<file path="src/shared/ptsp_regs.vh">
`ifndef PTSP_REGS_VH
`define PTSP_REGS_VH
// Function
// - prescale select: 1, 4, 8, 16
// - count up to period, then wrap to zero
// - count equal period sets match flag
// - reset: count zero, period all ones
// - count and period fully read/write
// - on bit 2 runs or stops timer
// - prescaler cleared on count/control write, reset
// - control write keeps timer count
// - control bits 7 to 3 read zero
// - applied duty never exceeds programmed duty; in slave mode sync does not clear count, so high time can exceed it
// - programmed duty stays static, no adjustment
// - stand-alone: pwm is system clock
// - master drives system clock on sync pin
// - slave ORs sync with match, loads buffers
// - slave start delayed by phase value
// - period register sets pwm period
// - wrap cycle clears count, loads duty
// - duty buffer takes effect after match
// - sleep freezes timer and module state, all but bus ack and read data

// ----------------------------------------
// register word offsets (byte address bits 5:2)
// ----------------------------------------
`define PTSP_ADR_CONTROL  4'h0
`define PTSP_ADR_PERIOD   4'h1
`define PTSP_ADR_COUNT    4'h2
`define PTSP_ADR_DUTY     4'h3
`define PTSP_ADR_PHASE    4'h4
`define PTSP_ADR_MODE     4'h5
`define PTSP_ADR_FLAGS    4'h6
`define PTSP_ADR_ACTIVE   4'h7

// ----------------------------------------
// fields and reset values
// ----------------------------------------
`define PTSP_CTL_ON       2
`define PTSP_CTL_MASK     3'h7
`define PTSP_PERIOD_RST   8'hFF
`define PTSP_COUNT_RST    8'h00
`define PTSP_MODE_STAND   2'h0
`define PTSP_MODE_MASTER  2'h1
`define PTSP_MODE_SLAVE   2'h2
`define PTSP_PS_DIV1      4'h0
`define PTSP_PS_DIV4      4'h3
`define PTSP_PS_DIV8      4'h7
`define PTSP_PS_DIV16     4'hF
`endif

</file>
<file path="src/logic/ptsp_timer_pwm.v">
`timescale 1ns/10ps
`include "ptsp_regs.vh"
module ptsp_timer_pwm (
    input  wire        clk,
    input  wire        rst,
    input  wire        clk_en,
    input  wire        sleep,
    input  wire        wb_cyc_i,
    input  wire        wb_stb_i,
    input  wire        wb_we_i,
    input  wire [31:0] wb_adr_i,
    input  wire [31:0] wb_dat_i,
    input  wire [3:0]  wb_sel_i,
    output reg  [31:0] wb_dat_o,
    output reg         wb_ack_o,
    output wire        wb_err_o,
    input  wire        sync_clock_input,
    output reg         sync_pin_out,
    output reg         sync_pin_oe,
    output reg         system_clock,
    output reg         match_flag
);

// ----------------------------------------
// state
// ----------------------------------------
reg  [2:0] timer_control;
reg  [7:0] period_value;
reg  [7:0] timer_count;
reg  [7:0] duty_buffer;
reg  [7:0] duty_active;
reg  [7:0] phase_buffer;
reg  [7:0] phase_active;
reg  [1:0] sync_mode;
reg  [3:0] prescale_cnt;
reg        sync_meta;
reg        sync_q;
reg        sync_prev;
reg        phase_wait;
reg  [7:0] phase_cnt;
reg  [3:0] ps_limit;
reg  [31:0] next_rdata;

wire       run      = clk_en & ~sleep;
wire       req      = wb_cyc_i & wb_stb_i & ~wb_ack_o;
wire [3:0] word     = wb_adr_i[5:2];
wire       hit      = (wb_adr_i[31:6] == 26'h0) & (word <= `PTSP_ADR_ACTIVE);
wire       wr       = req & wb_we_i & wb_sel_i[0] & hit;
wire       wr_ctl   = wr & (word == `PTSP_ADR_CONTROL);
wire       wr_cnt   = wr & (word == `PTSP_ADR_COUNT);
wire       wr_flag  = wr & (word == `PTSP_ADR_FLAGS);
wire       timer_on = timer_control[`PTSP_CTL_ON];
wire       tick     = timer_on & (prescale_cnt == ps_limit);
wire       match    = (timer_count == period_value);
wire       wrap     = tick & match;
wire       slave    = (sync_mode == `PTSP_MODE_SLAVE);
wire       sync_rise = sync_q & ~sync_prev;
// slave reloads on master edge or own match
wire       load     = slave ? (sync_rise | wrap) : wrap;

assign wb_err_o = 1'b0;

always @*
begin
    case (timer_control[1:0])
        2'h0:    ps_limit = `PTSP_PS_DIV1;
        2'h1:    ps_limit = `PTSP_PS_DIV4;
        2'h2:    ps_limit = `PTSP_PS_DIV8;
        default: ps_limit = `PTSP_PS_DIV16;
    endcase
end

// ----------------------------------------
// read mux
// ----------------------------------------
always @*
begin
    next_rdata = 32'h0;
    case (word)
        `PTSP_ADR_CONTROL: next_rdata[7:0] = {5'h0, timer_control};
        `PTSP_ADR_PERIOD:  next_rdata[7:0] = period_value;
        `PTSP_ADR_COUNT:   next_rdata[7:0] = timer_count;
        `PTSP_ADR_DUTY:    next_rdata[7:0] = duty_buffer;
        `PTSP_ADR_PHASE:   next_rdata[7:0] = phase_buffer;
        `PTSP_ADR_MODE:    next_rdata[7:0] = {6'h0, sync_mode};
        `PTSP_ADR_FLAGS:   next_rdata[7:0] = {7'h0, match_flag};
        `PTSP_ADR_ACTIVE:  next_rdata[15:0] = {phase_active, duty_active};
        default:           next_rdata = 32'h0;
    endcase
    if (!hit)
        next_rdata = 32'h0;
end

// ----------------------------------------
// bus slave
// ----------------------------------------
// ack is not gated by clk_en or sleep so the bus never hangs
always @(posedge clk or posedge rst)
begin
    if (rst)
    begin
        wb_ack_o <= 1'b0;
        wb_dat_o <= 32'h0;
    end
    else
    begin
        wb_ack_o <= req;
        if (req)
            wb_dat_o <= next_rdata;
    end
end

// ----------------------------------------
// sync input synchroniser
// ----------------------------------------
always @(posedge clk or posedge rst)
begin
    if (rst)
    begin
        // idle level of the pulled-up pin, so no false edge after reset
        sync_meta <= 1'b1;
        sync_q    <= 1'b1;
        sync_prev <= 1'b1;
    end
    else if (run)
    begin
        sync_meta <= sync_clock_input;
        sync_q    <= sync_meta;
        sync_prev <= sync_q;
    end
end

// ----------------------------------------
// software registers
// ----------------------------------------
// register writes are frozen with the rest while clk_en is low or sleep holds
always @(posedge clk or posedge rst)
begin
    if (rst)
    begin
        timer_control <= 3'h0;
        period_value  <= `PTSP_PERIOD_RST;
        duty_buffer   <= 8'h0;
        phase_buffer  <= 8'h0;
        sync_mode     <= `PTSP_MODE_STAND;
    end
    else if (run)
    begin
        if (wr_ctl)
            timer_control <= wb_dat_i[2:0] & `PTSP_CTL_MASK;
        if (wr & (word == `PTSP_ADR_PERIOD))
            period_value <= wb_dat_i[7:0];
        if (wr & (word == `PTSP_ADR_DUTY))
            duty_buffer <= wb_dat_i[7:0];
        if (wr & (word == `PTSP_ADR_PHASE))
            phase_buffer <= wb_dat_i[7:0];
        if (wr & (word == `PTSP_ADR_MODE))
            sync_mode <= wb_dat_i[1:0];
    end
end

// ----------------------------------------
// prescaler
// ----------------------------------------
always @(posedge clk or posedge rst)
begin
    if (rst)
    begin
        prescale_cnt <= 4'h0;
    end
    else if (run)
    begin
        if (wr_ctl | wr_cnt)
            prescale_cnt <= 4'h0;
        else if (timer_on)
            prescale_cnt <= tick ? 4'h0 : prescale_cnt + 4'h1;
    end
end

// ----------------------------------------
// timer count
// ----------------------------------------
wire [7:0] next_count = timer_count + 8'h01;

always @(posedge clk or posedge rst)
begin
    if (rst)
    begin
        timer_count <= `PTSP_COUNT_RST;
    end
    else if (run)
    begin
        if (wr_cnt)
            timer_count <= wb_dat_i[7:0];
        else if (wrap)
            timer_count <= 8'h00;
        else if (tick)
            timer_count <= next_count;
    end
end

// ----------------------------------------
// match flag
// ----------------------------------------
always @(posedge clk or posedge rst)
begin
    if (rst)
    begin
        match_flag <= 1'b0;
    end
    else if (run)
    begin
        // set wins over a software clear in the same cycle
        if (timer_on & match)
            match_flag <= 1'b1;
        else if (wr_flag & wb_dat_i[0])
            match_flag <= 1'b0;
    end
end

// ----------------------------------------
// active duty and phase
// ----------------------------------------
always @(posedge clk or posedge rst)
begin
    if (rst)
    begin
        duty_active  <= 8'h0;
        phase_active <= 8'h0;
    end
    else if (run)
    begin
        if (load)
        begin
            duty_active  <= duty_buffer;
            phase_active <= phase_buffer;
        end
    end
end

// ----------------------------------------
// system clock and slave phase delay
// ----------------------------------------
always @(posedge clk or posedge rst)
begin
    if (rst)
    begin
        system_clock <= 1'b0;
        phase_wait   <= 1'b0;
        phase_cnt    <= 8'h0;
    end
    else if (run)
    begin
        // duty only reloads from software buffer, never tuned here
        if (slave & load)
        begin
            system_clock <= 1'b0;
            phase_wait   <= 1'b1;
            phase_cnt    <= 8'h0;
        end
        else if (slave & phase_wait)
        begin
            if (tick)
            begin
                if (phase_cnt == phase_active)
                begin
                    phase_wait   <= 1'b0;
                    system_clock <= (duty_active != 8'h0);
                end
                else
                    phase_cnt <= phase_cnt + 8'h01;
            end
        end
        else if (wrap & !slave)
            system_clock <= (duty_buffer != 8'h0);
        // drop on the tick that brings the count to duty: high for duty ticks outside slave mode
        else if (tick & (next_count == duty_active))
            system_clock <= 1'b0;
    end
end

// ----------------------------------------
// sync pin drive
// ----------------------------------------
// pin trails system_clock by one cycle, the price of a registered pad
always @(posedge clk or posedge rst)
begin
    if (rst)
    begin
        sync_pin_out <= 1'b0;
        sync_pin_oe  <= 1'b0;
    end
    else if (run)
    begin
        sync_pin_oe  <= (sync_mode == `PTSP_MODE_MASTER);
        sync_pin_out <= (sync_mode == `PTSP_MODE_MASTER) & system_clock;
    end
end

endmodule // ptsp_timer_pwm

</file>
<file path="config.mk">
export PLATFORM = sky130hd
export DESIGN_NAME = ptsp_timer_pwm
export DESIGN_NICKNAME = d
export VERILOG_FILES = /design/src/logic/ptsp_timer_pwm.v
export VERILOG_INCLUDE_DIRS = /design/src /design/src/shared
export SDC_FILE = /design/constraint.sdc
export NUM_CORES = 1
export LEC_CHECK = 0
export ABC_AREA = 0
export ABC_CLOCK_PERIOD_IN_PS = 3340
export BUFFER_PORTS_ARGS = -buffer_cell sky130_fd_sc_hd__buf_2
export CAP_MARGIN = 20
export CORE_UTILIZATION = 54
export CTS_CLUSTER_DIAMETER = 150
export DETAILED_ROUTE_END_ITERATION = 10
export PLACE_DENSITY = 0.78
export SYNTH_ARGS = -nofsm -noshare
export SYNTH_HDL_FRONTEND = slang
export SYNTH_SLANG_ARGS = --single-unit
</file>
<file path="constraint.sdc">
create_clock -name clk -period 3.34 [get_ports clk]
set_input_delay 0.334 -clock clk [delete_from_list [all_inputs] [get_ports clk]]
set_output_delay 0.334 -clock clk [all_outputs]
set_load 0.005 [all_outputs]
</file>
==> results of run 1 <==
-- routing by layer --
metal,up-vias,track usage [%]
li1,1834,-
met1,1935,34.0
met2,148,40.8
met3,35,4.24
met4,0,11.8
met5,-,0
-- final timing paths --
check                                  from               to  slack [ns]  cells after the start
hold / removal                          rst     phase_cnt[6]        0.07                      2
setup reg to reg                   wb_ack_o  period_value[7]        0.61                      8
min in group clk           sync_clock_input        sync_meta        0.14                      3
hold reg to reg                   sync_meta           sync_q        0.45                      2
setup / recovery                   wb_ack_o  period_value[7]        0.61                      8
max in group asynchronous               rst        sync_meta        2.38                      3
-- synth_stat cells (6+ instances only) --
library cell  number
dfrtp_1           79
mux2_1            39
nand2_1           39
a21oi_1           23
a22oi_1           21
buf_4             18
o21ai_0           17
xnor2_1           16
clkbuf_1          13
nand3_1           13
nor4_1            13
inv_1             12
nor2_1            12
dfstp_2           11
o21ai_1           10
xor2_1            10
a22o_1             9
mux2_2             9
nor2b_1            9
o22ai_1            9
or3_1              9
nor3_1             8
a21o_1             6
buf_2              6
nand4_1            6
-- flip-flops by register name (all words and copies together) (netlist names) --
signal	flops
phase_buffer	8
prescale_cnt	4
phase_cnt	8
match_flag	1
timer_count	8
sync_pin_oe	1
phase_active	8
wb_ack_o	1
sync_mode	2
phase_wait	1
sync_pin_out	1
duty_buffer	8
duty_active	8
period_value	8
sync_q	1
sync_meta	1
system_clock	1
sync_prev	1
timer_control	3
wb_dat_o	16
-- logic make-up after synthesis --
family          count (synthesis)
simple gates                  139
compound gates                111
flops                          90
buf+inv                        52
mux                            51
xor+xnor                       26
fa+ha+maj                       3
other cells                     1
-- final cells by class --
cell class	instances	area [µm²]	share of cell area [%]
multi-input combinational	347	2410	44.1
sequential	90	2270	41.5
timing repair buffer	77	410	7.51
tap	108	135	2.47
clock buffer	9	124	2.27
clock inverter	7	67.6	1.24
inverter	13	50.0	0.916
-- power breakdown --
group	total (W)	internal, W	leakage (nW)	switching, W
logic	0.000111	0.0000365	1.34	0.0000741
clock network	0.000732	0.000292	0.0962	0.000440
registers	0.00110	0.00110	1.18	0.00000428
-- worst reg2reg max path, stage by stage (launching register included) --
cell and delay (ns):
dfrtp_1 0.38, nand3b_4 0.27, inv_2 0.11, nand4_1 0.22
or2_1 0.29, or3_1 0.49, nor2b_1 0.34, buf_4 0.22
mux2_1 0.34
-- metrics by stage --
stage          std cells  utilization (%)  setup slack [ns]
2_1_floorplan        489                -             0.689
3_3_place_gp         635             60.2             0.685
3_5_place_dp         635             60.2             0.568
4_1_cts              651             62.4             0.607
5_1_grt              651             62.4             0.478
6_report             651             62.4             0.607
==> run summary, run 1 <==
Hpwl dp: 8500 µm
Ys flop type: dfrtp_1
Slowest-stage cell, CP: or3_1
Largest net degree at the start of global routing: 47
CP bufs+invs: 2
Clk sinks: 90
Library cells used by synthesis: 56
Wl on met1: 5110 µm
Setup repair after global routing missed its margin: no
Die W: 97.2 µm
Xor-xnor portion of the synthesized cell area: 4.65%
Final setup fails: 0
Post-Synth Adder-Cell Area: 0.767%
Mux cell area share after synthesis: 11.9%
Clock network latency to the later pin of the worst-skew pair: 0.38 ns
Worst hold path type: input pin to async pin
Largest cells by area after synthesis: dfrtp_1, mux2_1, dfstp_2, a22oi_1, nand2_1
Critical Path AT: 3.03 ns
Routed wl met2: 5380 µm
Cell accounting for the most synthesized area: dfrtp_1
Commonest cells after routing, fill and taps aside: dfrtp_1, buf_2, nand2_1, mux2_1, a21oi_1
Finished Cell Area: 5470 µm²
Yosys warnings: 0
Vias per inst: 6.07
Post-synth top area share: 40.4%
Core area: 8760 µm²
Slew headroom: 30.7%
Port Buffers: 67
Fin. Hold Viols: 0
# Post-CTS Setup Buffers: 0
Max-cap violations: 0
Starting density of the core: 55.9%
Pwr dens: 356 nW/µm²
CTS tree: done
Fillers: 713
CP Max Fanout: 17
Grt total ovfl: 0
Routed length per placed instance: 17.5 µm
Cts bufs inserted: 9
Min Tclk post-route: 2.73 ns
Resized cells post-CTS: 0
Largest family of logic cells by synthesized area: simple AND/OR/NAND/NOR gates
Simple logic cell fraction of the synthesized area: 15.7%
Initial antenna violation count: 0
Clock slew at reported path FFs: 0.10 ns
CTS Hold Bufs: 0
Antenna diode count: 0
Via count: 3952
Worst Tran Pin Value: 1.03 ns
Fin Hold WS: 0.0721 ns
Seq/Total Area, Yosys: 46.3%
Router iterations before antenna repair: 5
Setup TNS: 0 ns
Delay-heaviest family, CP: simple AND/OR/NAND/NOR gates
Cell Rows: 34
GP Congestion: 0.882
# IOs: 114
# DRC: 0
Synth Area in Compound Gates: 15.0%
Max VDD drop: 0.194 mV
Final Cycle Share: 81.8%
Vias in the first global route: 3966
Wirelength, routed: 11400 µm
H-tree depth: 3
CP Data Required Time: 3.64 ns
Critical path type: flip-flop to flip-flop
Clock Tree Root: clkbuf_8
Met3 WL: 545 µm
Layout area overhead: 11.6%
Mapped cell area: 4900 µm²
Longest Clk Path Bufs: 2
Flop and latch count out of synthesis: 90
Detail Route Antenna Nets: 0
Commonest non-fill, non-tap cell in the layout: dfrtp_1
Starting DRT DRC Count: 174
Setup crit start kind: flip-flop
Final Max Slew Viols: 0
Worst-path cell chain: nand3b_4 -> inv_2 -> nand4_1 -> or2_1 -> or3_1 -> nor2b_1 -> buf_4 -> mux2_1
Share of layout cells above drive strength 1: 23.6%
Final nets: 617
CP peak stage delay: 0.49 ns
Syn Inst Count: 473
Critical path capture point type: flip-flop
Die area: 9450 µm²
First-pass GRT wire length: 19200 µm
Fmax: 366 MHz
Placed Instance Area: 5270 µm²
Highest signal layer in the routed design: met4
Number of flops mapped to enable cells by yosys: 0
Syn avg cell area: 10.4 µm²
Skew final: 0.0108 ns
Leakage power: 2.62 nW
Run status: finished, final reports clean
Tot Pwr: 0.00195 W
GR Util All Layers: 25.5%
Async SR Flop Fraction: 100%
Die span in y: 97.2 µm
Power figures use the tool's default switching activity.
==> run 2: changes to the inputs <==
--- a/config.mk
+++ b/config.mk
@@ -7,7 +7,7 @@
 export NUM_CORES = 1
 export LEC_CHECK = 0
 export ABC_AREA = 0
-export ABC_CLOCK_PERIOD_IN_PS = 3340
+export ABC_CLOCK_PERIOD_IN_PS = 2700
 export BUFFER_PORTS_ARGS = -buffer_cell sky130_fd_sc_hd__buf_2
 export CAP_MARGIN = 20
 export CORE_UTILIZATION = 54
==> constraint.sdc (replaced) <==
create_clock -name clk -period 2.7 [get_ports clk]
set_input_delay 0.27 -clock clk [delete_from_list [all_inputs] [get_ports clk]]
set_output_delay 0.27 -clock clk [all_outputs]
set_load 0.005 [all_outputs]
==> run summary, run 2 (same netlist as run 1, synthesis figures left out) <==
Setup TNS: 0 ns (unchanged)
Port Buffers: 67 (unchanged)
CTS tree: done (unchanged)
Longest Clk Path Bufs: 2 (unchanged)
Layout area overhead: 14.1% (was 11.6%)
Vias per inst: 6.09 (was 6.07)
CP Data Required Time: 2.95 ns (was 3.64 ns)
Placed insts: 646 (was 635)
Max VDD drop: 0.217 mV (was 0.194 mV)
Grt total ovfl: 0 (unchanged)
Skew final: 0.00805 ns (was 0.0108 ns)
Critical path capture point type: flip-flop (unchanged)
CP peak stage delay: 0.49 ns (about the same)
Starting density of the core: 55.9% (unchanged)
Setup crit start kind: flip-flop (unchanged)
Run status: finished, final reports clean (unchanged)
First-pass GRT wire length: 19100 µm (was 19200 µm)
Critical Path AT: 2.68 ns (was 3.03 ns)
Commonest non-fill, non-tap cell in the layout: dfrtp_1 (unchanged)
H-tree depth: 3 (unchanged)
Cts bufs inserted: 9 (unchanged)
Detail Route Antenna Nets: 0 (unchanged)
Biggest register: wb_dat_o (unchanged)
Cell count of the worst hold path: 3
Final nets: 629 (was 617)
Antenna diode count: 0 (unchanged)
Clock slew at reported path FFs: 0.10 ns (about the same)
# DRC: 0 (unchanged)
Cell Rows: 34 (unchanged)
Router iterations before antenna repair: 5 (unchanged)
Flop2flop setup slack: 0.27 ns (was 0.61 ns)
Clk sinks: 90 (unchanged)
Die span in y: 97.2 µm (unchanged)
Worst r2r dst: duty_buffer[6] (was period_value[7])
Largest net degree at the start of global routing: 60 (was 47)
Leakage power: 2.69 nW (was 2.62 nW)
Final Cycle Share: 90.0% (was 81.8%)
Die W: 97.2 µm (unchanged)
R2R Path Start: wb_ack_o (unchanged)
Core area: 8760 µm² (unchanged)
Hpwl dp: 8600 µm (was 8500 µm)
Pwr dens: 432 nW/µm² (was 356 nW/µm²)
Worst Hold Path EP: sync_meta
Critical path startpoint: wb_ack_o (unchanged)
Path depth of the worst reg2reg path: 8 (unchanged)
Slew headroom: 30.0% (was 30.7%)
Max reg flops: 16 (unchanged)
Clock Tree Root: clkbuf_8 (unchanged)
Final worst slack: 0.269 ns (was 0.607 ns)
Final Max Slew Viols: 0 (unchanged)
Clock network latency to the later pin of the worst-skew pair: 0.37 ns (was 0.38 ns)
Hold path startpoint: sync_clock_input
Slowest-stage cell, CP: or3_1 (unchanged)
Min Tclk post-route: 2.43 ns (was 2.73 ns)
Worst hold path type: input pin to flip-flop (was input pin to async pin)
# IOs: 114 (unchanged)
Wirelength, routed: 11600 µm (was 11400 µm)
Worst Tran Pin Value: 1.04 ns (was 1.03 ns)
Final Non-Filler Cells: 663 (was 651)
Routed length per placed instance: 17.5 µm (about the same)
Vias in the first global route: 3851 (was 3966)
Max-cap violations: 0 (unchanged)
Fin. Hold Viols: 0 (unchanged)
Initial antenna violation count: 0 (unchanged)
Fmax: 411 MHz (was 366 MHz)
Setup repair after global routing missed its margin: no (unchanged)
Via count: 4036 (was 3952)
GR Util All Layers: 25.3% (was 25.5%)
Worst-path cell chain: nand3b_4 -> inv_2 -> nand4_1 -> or2_1 -> or3_1 -> nor2b_1 -> buf_4 -> mux2_1 (unchanged)
Die area: 9450 µm² (unchanged)
CP bufs+invs: 2 (unchanged)
Starting DRT DRC Count: 292 (was 174)
Dpl ws: 0.154 ns (was 0.568 ns)
Delay-heaviest family, CP: simple AND/OR/NAND/NOR gates (unchanged)
Final setup fails: 0 (unchanged)
Util after Layout: 63.7% (was 62.4%)
Commonest cells after routing, fill and taps aside: dfrtp_1, buf_2, nand2_1, mux2_1, a21oi_1 (unchanged)
GP Congestion: 0.896 (was 0.882)
Share of layout cells above drive strength 1: 25.0% (was 23.6%)
Fillers: 702 (was 713)
CP Max Fanout: 6 (was 17)
Critical path type: flip-flop to flip-flop (unchanged)
==> run 2: where the power goes <==
group          switching, W  internal, W  total [W]
Combinational     0.0000930    0.0000509   0.000144
Clock              0.000542     0.000362   0.000903
Sequential       0.00000519      0.00136    0.00137
Total              0.000640      0.00177    0.00241
==> run 2: layout make-up <==
type                       instances  area (µm²)  area share, %
multi-input combinational        347        2410           43.2
sequential                        90        2270           40.6
timing repair buffer              89         528           9.46
tap                              108         135           2.42
clock buffer                       9         124           2.22
clock inverter                     7        68.8           1.23
inverter                          13        50.0          0.896
==> run 2: worst max path at each step <==
stage,endpoint,slack (ns),cells after the start
after global routing,duty_buffer[4],0.15,8
after floorplan,duty_active[0],0.11,1
after detailed placement,duty_buffer[6],0.15,8
final,duty_buffer[6],0.27,8
after CTS,duty_buffer[6],0.28,8
after global placement,duty_buffer[7],0.25,8
==> run 2: worst min-delay path: cells and delay by family <==
kind	cells	cell delay, ns
buffers and inverters	1	0.09
and+or+nand+nor	2	0.08
==> run 2: per-layer routing <==
layer	wire length, µm	up-vias	global-route usage [%]
li1	-	1847	-
met1	4980	1987	33.2
met2	5680	181	42.5
met3	710	21	3.38
met4	240	0	10.5
met5	0	-	0
==> run 2: repair_timing <==
| item | in CTS | in global routing |
|---|---|---|
| hold buffers | 1 | 0 |
| buffers inserted | 0 | 0 |
| gates resized for setup | 0 | 0 |
| hold endpoints to repair | 26 | 0 |
==> run 2: per-stage QoR <==
stage / cell area, µm² / power [W] / hold WS, ns
after floorplan: 4960 / 0.00148 / 0.353
after global placement: 5380 / 0.00153 / 0.331
after detailed placement: 5380 / 0.00153 / 0.343
after CTS: 5580 / 0.00242 / 0.0652
after global routing: 5580 / 0.00250 / 0.0911
final: 5580 / 0.00241 / 0.0739
